File: src/logic/psp_pkg.sv
package psp_pkg;

  // --------------------------------------------------------------
  // register byte offsets
  // --------------------------------------------------------------
  localparam logic [7:0] OFF_CTRL_STATUS = 8'h00;
  localparam logic [7:0] OFF_DATA_PORT   = 8'h04;
  localparam logic [7:0] OFF_CTRL_DIR    = 8'h08;
  localparam logic [7:0] OFF_IRQ_FLAGS   = 8'h0C;
  localparam logic [7:0] OFF_IRQ_ENABLES = 8'h10;
  localparam logic [7:0] OFF_IRQ_PRIOS   = 8'h14;
  localparam logic [7:0] OFF_DATA_DIR    = 8'h18;
  localparam logic [7:0] OFF_CTRL_LATCH  = 8'h1C;

  // --------------------------------------------------------------
  // field positions
  // --------------------------------------------------------------
  localparam int BIT_IN_FULL   = 7;
  localparam int BIT_OUT_FULL  = 6;
  localparam int BIT_OVERRUN   = 5;
  localparam int BIT_PORT_EN   = 4;
  localparam int BIT_PORT_IRQ  = 7;
  localparam int PIN_RD        = 0;
  localparam int PIN_WR        = 1;
  localparam int PIN_CS        = 2;
  localparam int SYNC_WIDTH    = 12;

  // --------------------------------------------------------------
  // reset values
  // --------------------------------------------------------------
  localparam logic [7:0] RST_DATA_LATCH = 8'h00;
  localparam logic [7:0] RST_CTRL_DIR   = 8'hFF;
  localparam logic [7:0] RST_DATA_DIR   = 8'hFF;
  localparam logic [7:0] RST_IRQ_PRIOS  = 8'hFF;
  localparam logic [2:0] RST_CTRL_LATCH = 3'h0;

  // --------------------------------------------------------------
  // transfer states
  // --------------------------------------------------------------
  typedef enum logic [2:0] {
    ST_IDLE  = 3'b001,
    ST_WRITE = 3'b010,
    ST_READ  = 3'b100
  } psp_state_t;

endpackage

File: src/logic/psp_port.sv
// Our own choices: the register addresses and register access over Wishbone.
`timescale 1ns/1ps
module psp_port #(
  parameter bit EIGHTY_PIN = 1'b1
) (
  input  wire logic        sys_clk,
  input  wire logic        reset,
  input  wire logic        ce,
  input  wire logic        wb_cyc_i,
  input  wire logic        wb_stb_i,
  input  wire logic        wb_we_i,
  input  wire logic [7:0]  wb_adr_i,
  input  wire logic [3:0]  wb_sel_i,
  input  wire logic [31:0] wb_dat_i,
  output logic      [31:0] wb_dat_o,
  output logic             wb_ack_o,
  output logic             irq,
  input  wire logic [7:0]  dataIn,
  output logic      [7:0]  dataOut,
  output logic      [7:0]  dataOe,
  input  wire logic [2:0]  ctrlIn,
  output logic      [2:0]  ctrlOut,
  output logic      [2:0]  ctrlOe,
  input  wire logic        extMemMode
);

  // --------------------------------------------------------------
  // declarations
  // --------------------------------------------------------------
  logic [psp_pkg::SYNC_WIDTH-1:0] syncRaw;
  logic [psp_pkg::SYNC_WIDTH-1:0] sync1_q;
  logic [psp_pkg::SYNC_WIDTH-1:0] sync2_q;
  logic [7:0]          dataS;
  logic                rdS;
  logic                wrS;
  logic                csS;
  logic                extS;
  psp_pkg::psp_state_t state_q;
  psp_pkg::psp_state_t state_d;
  logic                mode_q;
  logic                pspEn;
  logic                inFull_q;
  logic                outFull_q;
  logic                overrun_q;
  logic                portIrq_q;
  logic                portIrqEn_q;
  logic [7:0]          prio_q;
  logic [7:0]          latch_q;
  logic [7:0]          inBuf_q;
  logic [7:0]          ctrlDir_q;
  logic [7:0]          dataDir_q;
  logic [2:0]          ctrlLat_q;
  logic                ack_q;
  logic [31:0]         dat_q;
  logic [31:0]         rdMux;
  logic                irq_q;
  logic [7:0]          dataOut_q;
  logic [7:0]          dataOe_q;
  logic [2:0]          ctrlOut_q;
  logic [2:0]          ctrlOe_q;
  logic                wbReq;
  logic                wbDo;
  logic                wbWr;
  logic                cpuDataWr;
  logic                cpuDataRd;
  logic                wrEnd;
  logic                rdStart;
  logic                rdEnd;

  // --------------------------------------------------------------
  // pin synchronisers
  // --------------------------------------------------------------
  assign syncRaw = {extMemMode, ctrlIn, dataIn};

  // the first stage feeds only the second; all logic reads stage two
  genvar gi;
  generate
    for (gi = 0; gi < psp_pkg::SYNC_WIDTH; gi++) begin : g_sync
      always_ff @(posedge sys_clk) begin
        if (reset) begin
          sync1_q[gi] <= 1'b1;
          sync2_q[gi] <= 1'b1;
        end else if (ce) begin
          sync1_q[gi] <= syncRaw[gi];
          sync2_q[gi] <= sync1_q[gi];
        end
      end
    end
  endgenerate

  assign dataS = sync2_q[7:0];
  assign rdS   = sync2_q[8 + psp_pkg::PIN_RD];
  assign wrS   = sync2_q[8 + psp_pkg::PIN_WR];
  assign csS   = sync2_q[8 + psp_pkg::PIN_CS];
  assign extS  = sync2_q[11];

  // only in internal-memory configuration on the large package
  assign pspEn = mode_q & (~EIGHTY_PIN | ~extS);

  // --------------------------------------------------------------
  // wishbone slave
  // --------------------------------------------------------------
  // one wait state: data latched as ack rises, write done while ack high
  assign wbReq     = wb_cyc_i & wb_stb_i;
  assign wbDo      = wbReq & ack_q;
  assign wbWr      = wbDo & wb_we_i & wb_sel_i[0];
  assign cpuDataWr = wbWr & (wb_adr_i == psp_pkg::OFF_DATA_PORT);
  assign cpuDataRd = wbDo & ~wb_we_i & pspEn &
                     (wb_adr_i == psp_pkg::OFF_DATA_PORT);

  always_comb begin
    rdMux = 32'h0000_0000;
    case (wb_adr_i)
      psp_pkg::OFF_CTRL_STATUS: begin
        rdMux[psp_pkg::BIT_IN_FULL]  = inFull_q;
        rdMux[psp_pkg::BIT_OUT_FULL] = outFull_q;
        rdMux[psp_pkg::BIT_OVERRUN]  = overrun_q;
        rdMux[psp_pkg::BIT_PORT_EN]  = mode_q;
      end
      psp_pkg::OFF_DATA_PORT: begin
        rdMux[7:0] = pspEn ? inBuf_q : dataS;
      end
      psp_pkg::OFF_CTRL_DIR: begin
        rdMux[7:0] = ctrlDir_q;
      end
      psp_pkg::OFF_IRQ_FLAGS: begin
        rdMux[psp_pkg::BIT_PORT_IRQ] = portIrq_q;
      end
      psp_pkg::OFF_IRQ_ENABLES: begin
        rdMux[psp_pkg::BIT_PORT_IRQ] = portIrqEn_q;
      end
      psp_pkg::OFF_IRQ_PRIOS: begin
        rdMux[7:0] = prio_q;
      end
      psp_pkg::OFF_DATA_DIR: begin
        rdMux[7:0] = dataDir_q;
      end
      psp_pkg::OFF_CTRL_LATCH: begin
        rdMux[2:0] = ctrlLat_q;
        rdMux[6:4] = {csS, wrS, rdS};
      end
      default: ;
    endcase
  end

  always_ff @(posedge sys_clk) begin
    if (reset) begin
      ack_q <= 1'b0;
      dat_q <= 32'h0000_0000;
    end else if (ce) begin
      ack_q <= wbReq & ~ack_q;
      if (wbReq & ~ack_q) begin
        dat_q <= rdMux;
      end
    end
  end

  // --------------------------------------------------------------
  // configuration registers
  // --------------------------------------------------------------
  always_ff @(posedge sys_clk) begin
    if (reset) begin
      mode_q    <= 1'b0;
      portIrqEn_q <= 1'b0;
      prio_q    <= psp_pkg::RST_IRQ_PRIOS;
      ctrlDir_q <= psp_pkg::RST_CTRL_DIR;
      dataDir_q <= psp_pkg::RST_DATA_DIR;
      ctrlLat_q <= psp_pkg::RST_CTRL_LATCH;
    end else if (ce && wbWr) begin
      case (wb_adr_i)
        psp_pkg::OFF_CTRL_STATUS: begin
          mode_q <= wb_dat_i[psp_pkg::BIT_PORT_EN];
        end
        psp_pkg::OFF_CTRL_DIR: begin
          ctrlDir_q <= wb_dat_i[7:0];
        end
        psp_pkg::OFF_IRQ_ENABLES: begin
          portIrqEn_q <= wb_dat_i[psp_pkg::BIT_PORT_IRQ];
        end
        psp_pkg::OFF_IRQ_PRIOS: begin
          prio_q <= wb_dat_i[7:0];
        end
        psp_pkg::OFF_DATA_DIR: begin
          dataDir_q <= wb_dat_i[7:0];
        end
        psp_pkg::OFF_CTRL_LATCH: begin
          ctrlLat_q <= wb_dat_i[2:0];
        end
        default: ;
      endcase
    end
  end

  // --------------------------------------------------------------
  // transfer state machine
  // --------------------------------------------------------------
  // write wins if both strobes fall together; disabling aborts quietly
  always_comb begin
    state_d = state_q;
    case (state_q)
      psp_pkg::ST_IDLE: begin
        if (pspEn && !csS && !wrS) begin
          state_d = psp_pkg::ST_WRITE;
        end else if (pspEn && !csS && !rdS) begin
          state_d = psp_pkg::ST_READ;
        end
      end
      psp_pkg::ST_WRITE: begin
        if (!pspEn || csS || wrS) begin
          state_d = psp_pkg::ST_IDLE;
        end
      end
      psp_pkg::ST_READ: begin
        if (!pspEn || csS || rdS) begin
          state_d = psp_pkg::ST_IDLE;
        end
      end
      default: begin
        state_d = psp_pkg::ST_IDLE;
      end
    endcase
  end

  assign wrEnd   = (state_q == psp_pkg::ST_WRITE) & pspEn & (csS | wrS);
  assign rdStart = (state_q == psp_pkg::ST_IDLE) & (state_d == psp_pkg::ST_READ);
  assign rdEnd   = (state_q == psp_pkg::ST_READ) & pspEn & (csS | rdS);

  always_ff @(posedge sys_clk) begin
    if (reset) begin
      state_q <= psp_pkg::ST_IDLE;
    end else if (ce) begin
      state_q <= state_d;
    end
  end

  // --------------------------------------------------------------
  // data latch and input buffer
  // --------------------------------------------------------------
  // data is taken at the end of the strobe, so it must hold past it
  always_ff @(posedge sys_clk) begin
    if (reset) begin
      latch_q <= psp_pkg::RST_DATA_LATCH;
      inBuf_q <= psp_pkg::RST_DATA_LATCH;
    end else if (ce) begin
      if (cpuDataWr) begin
        latch_q <= wb_dat_i[7:0];
      end
      if (wrEnd) begin
        inBuf_q <= dataS;
      end
    end
  end

  // --------------------------------------------------------------
  // status flags and interrupt
  // --------------------------------------------------------------
  always_ff @(posedge sys_clk) begin
    if (reset) begin
      inFull_q <= 1'b0;
    end else if (ce) begin
      if (wrEnd) begin
        inFull_q <= 1'b1;
      end else if (cpuDataRd) begin
        inFull_q <= 1'b0;
      end
    end
  end

  always_ff @(posedge sys_clk) begin
    if (reset) begin
      overrun_q <= 1'b0;
    end else if (ce) begin
      if (wrEnd && inFull_q && !cpuDataRd) begin
        overrun_q <= 1'b1;
      end else if (wbWr && wb_adr_i == psp_pkg::OFF_CTRL_STATUS) begin
        overrun_q <= overrun_q & wb_dat_i[psp_pkg::BIT_OVERRUN];
      end
    end
  end

  // a cpu write during an active read goes straight out, flag stays low
  always_ff @(posedge sys_clk) begin
    if (reset) begin
      outFull_q <= 1'b0;
    end else if (ce) begin
      if (cpuDataWr && state_q != psp_pkg::ST_READ) begin
        outFull_q <= 1'b1;
      end else if (rdStart) begin
        outFull_q <= 1'b0;
      end
    end
  end

  always_ff @(posedge sys_clk) begin
    if (reset) begin
      portIrq_q <= 1'b0;
    end else if (ce) begin
      if (wrEnd || rdEnd) begin
        portIrq_q <= 1'b1;
      end else if (wbWr && wb_adr_i == psp_pkg::OFF_IRQ_FLAGS &&
                   wb_dat_i[psp_pkg::BIT_PORT_IRQ]) begin
        portIrq_q <= 1'b0;
      end
    end
  end

  always_ff @(posedge sys_clk) begin
    if (reset) begin
      irq_q <= 1'b0;
    end else if (ce) begin
      irq_q <= portIrq_q & portIrqEn_q;
    end
  end

  // --------------------------------------------------------------
  // pin drivers
  // --------------------------------------------------------------
  always_ff @(posedge sys_clk) begin
    if (reset) begin
      dataOut_q <= psp_pkg::RST_DATA_LATCH;
      dataOe_q  <= 8'h00;
      ctrlOut_q <= psp_pkg::RST_CTRL_LATCH;
      ctrlOe_q  <= 3'h0;
    end else if (ce) begin
      dataOut_q <= cpuDataWr ? wb_dat_i[7:0] : latch_q;
      ctrlOut_q <= ctrlLat_q;
      if (pspEn) begin
        dataOe_q <= (state_d == psp_pkg::ST_READ) ? 8'hFF : 8'h00;
        ctrlOe_q <= 3'h0;
      end else begin
        dataOe_q <= ~dataDir_q;
        ctrlOe_q <= ~ctrlDir_q[2:0];
      end
    end
  end

  assign wb_dat_o = dat_q;
  assign wb_ack_o = ack_q;
  assign irq      = irq_q;
  assign dataOut  = dataOut_q;
  assign dataOe   = dataOe_q;
  assign ctrlOut  = ctrlOut_q;
  assign ctrlOe   = ctrlOe_q;
endmodule // psp_port

File: config.mk
export PLATFORM = sky130hd
export DESIGN_NAME = psp_port
export DESIGN_NICKNAME = d
export VERILOG_FILES = /design/src/logic/psp_pkg.sv /design/src/logic/psp_port.sv
export SDC_FILE = /design/constraint.sdc
export NUM_CORES = 1
export LEC_CHECK = 0
export BUFFER_PORTS_ARGS = -buffer_cell sky130_fd_sc_hd__buf_2
export CORE_MARGIN = 5
export CORE_UTILIZATION = 53
export DETAILED_ROUTE_END_ITERATION = 8
export GPL_ROUTABILITY_DRIVEN = 0
export PLACE_DENSITY = 0.8
export SYNTH_ARGS = -nofsm -noshare
export SYNTH_HDL_FRONTEND = slang
export SYNTH_SLANG_ARGS = --single-unit
File: constraint.sdc
create_clock -name sys_clk -period 1.8 [get_ports sys_clk]
set_input_delay 0.09 -clock sys_clk [delete_from_list [all_inputs] [get_ports sys_clk]]
set_output_delay 0.09 -clock sys_clk [all_outputs]
set_load 0.005 [all_outputs]
==> impl_metrics.tcl <==
set metrics [dict create \
    synth_seq_area_share_pct 43.3 \
    initial_core_util_pct 53.8 \
    cts.sink_count 100 \
    maxCapViolCount 0 \
    grt.total_usage_pct 21.2 \
    fin_crit_sh_pct 94.7 \
    finalClockSkew_ns 0.00836 \
    rsz0062_at_grt "no" \
    outcome "complete, no violations" \
    viasPerCell 5.53 \
    ys.flop_type "dfxtp_1" \
    clock_latency_ns 0.37 \
    placementRows 34 \
    dp.cells 659 \
    ant_nets 0 \
    num_io_pins 118 \
    synth.avg_cell_area_um2 9.25 \
    ctsResizeCount 0 \
    setup_violations 0 \
    worst-path-max-fanout 16 \
    syn_area_um2 4620 \
    final_cell_count_no_fill 690 \
    synth_cell_types 45 \
    dr_total_vias 3817 \
    required_ns 2.07 \
    core_area_um2 8590 \
    crit_arrival_ns 1.97 \
    fmax_mhz 587 \
    routedWlPerCell_um 16.0 \
    die_x_um 103 \
    port-buffer-count 66 \
    ys.warnings.count 0 \
    grt_overflow_total 0 \
    cp-start-kind "flop" \
    hold_path_class "input pin to flop" \
    largest_reg_flops 12 \
    cts_tree "yes" \
    tns_ns 0 \
    ys_ff_latch 100 \
    clk_pin_slew_ns 0.10 \
    antenna_found_initial 1 \
    die_h_um 103 \
    synth_edf_count 0 \
    async_flop_share_pct 0 \
    clockRootBuffer "clkbuf_8" \
    dp_hpwl_um 7890 \
    nNetsFinal 639 \
    drt_iter0_markers 266 \
    crit_path_end_kind "flop" \
    htreeDepth 3 \
    hold_viol 0 \
    synthCells 500 \
    grt_pass1_wl_um 17600 \
    slew_violations 0 \
    fillers 723 \
    grt_pass1_vias 3611 \
    final_common_cell "dfxtp_1" \
    cts_buffer_depth 2 \
    diodes 0 \
    irDropWorstVdd_v 0.000440 \
    area_delta_synth_final_pct 16.4 \
    layout_common_cells "dfxtp_1, nor2_1, buf_2" \
    drive_gt1_share_pct 21.1 \
    dieArea_um2 10700 \
    period_needed_ns 1.70 \
    powerDensity_nw_per_um2 785 \
    regMostFlops "sync1_q" \
    drc 0 \
    numCtsBuffers 9 \
    tightest_slew_ns 0.749 \
    grt_max_degree 40 \
    routed_wl_um 11000 \
    path_class "flop to flop" \
    p_leak_uw 0.00229 \
    slew_headroom_pct 50.1 \
    firstDrtPassIters 5 \
]
[worst max-delay path, cell delays in order, from the launching register on]
cell and delay (ns):
dfxtp_1 0.33, and3_1 0.21, nand4_2 0.26, nor2_4 0.40, nor2b_1 0.12, a211o_1 0.28
[cells by family after synthesis]
kind of cell / share of synthesized area, %
buffers and inverters: 7.39
AND/OR/NAND/NOR: 21.5
other: 0.0811
AO/OA/AOI/OAI: 17.6
flip-flops: 43.3
multiplexers: 10.1
[final cells by class]
cell class	count	area (µm²)	share of cell area, %
multi-input cells	362	2370	44.0
clock inverters	5	67.6	1.26
clock buffers	11	141	2.63
well taps	108	135	2.51
inverters	2	7.51	0.140
flip-flops and latches	100	2000	37.2
repair buffers	102	661	12.3
[Yosys cell counts, types with 2 or more instances]
library cell / n / area share (%)
o21a_1: 8 / 1.3
nor3_1: 7 / 0.76
dfxtp_1: 100 / 43
buf_2: 6 / 0.65
a22oi_1: 5 / 0.81
or3_1: 2 / 0.27
a21oi_1: 17 / 1.8
or2_2: 2 / 0.27
nand2_1: 9 / 0.73
mux2_2: 6 / 1.5
nand4_1: 3 / 0.41
nor4_4: 2 / 0.92
buf_1: 3 / 0.24
a211oi_1: 3 / 0.49
o21ai_0: 17 / 1.8
nor2_4: 4 / 0.97
clkbuf_1: 23 / 1.9
a211o_1: 48 / 9.1
a31oi_1: 5 / 0.68
buf_4: 26 / 4.2
nor2_1: 71 / 5.8
mux2i_1: 40 / 8.7
and3_1: 3 / 0.41
nand2b_1: 6 / 0.81
nand3_1: 9 / 0.97
o22ai_1: 4 / 0.54
inv_1: 2 / 0.16
nor2b_1: 52 / 7.0
[final timing paths]
path | from | end | slack [ns] | depth (start not counted)
setup / recovery | wb_ack_o | dataDir_q[2] | 0.1 | 5
setup reg to reg | wb_ack_o | dataDir_q[2] | 0.1 | 5
hold / removal | wb_dat_i[2] | dataDir_q[2] | 0.009 | 2
hold reg to reg | wb_dat_o[3] | wb_dat_o[3] | 0.46 | 2
[layer usage]
layer / GRT usage [%] / wire [µm] / part of all wire [%]
met1: 27.5 / 4810 / 44
met2: 35.1 / 5180 / 47
met3: 4.63 / 775 / 7.0
met4: 6.57 / 233 / 2.1
met5: 0 / 11 / 0.10
[where the power goes]
group	leakage [µW]	internal (µW)	switching [µW]	total, µW
sequential	0.000815	2270	38.0	2300
clock	0.000106	702	801	1500
combinational	0.00137	187	229	416
total	0.00229	3160	1070	4220
[stage by stage]
stage,instance area [µm²],utilization [%],setup slack (ns),hold WS (ns),total power [µW]
after floorplan,4710,-,0.159,0.208,2620
after global placement,5010,58.3,0.162,0.298,2730
after detailed placement,5010,58.3,0.118,0.302,2740
after CTS,5360,62.4,0.0935,0.00110,4240
after global routing,5380,62.6,0.0208,0.00925,4400
final,5380,62.6,0.0961,0.00909,4220
[what timing repair did]
action | in CTS | in global routing
hold endpoints to repair | 18 | 0
hold buffers | 14 | 0
setup endpoints to repair | 0 | 3
buffers inserted | 0 | 1
Power figures use the tool's default switching activity.
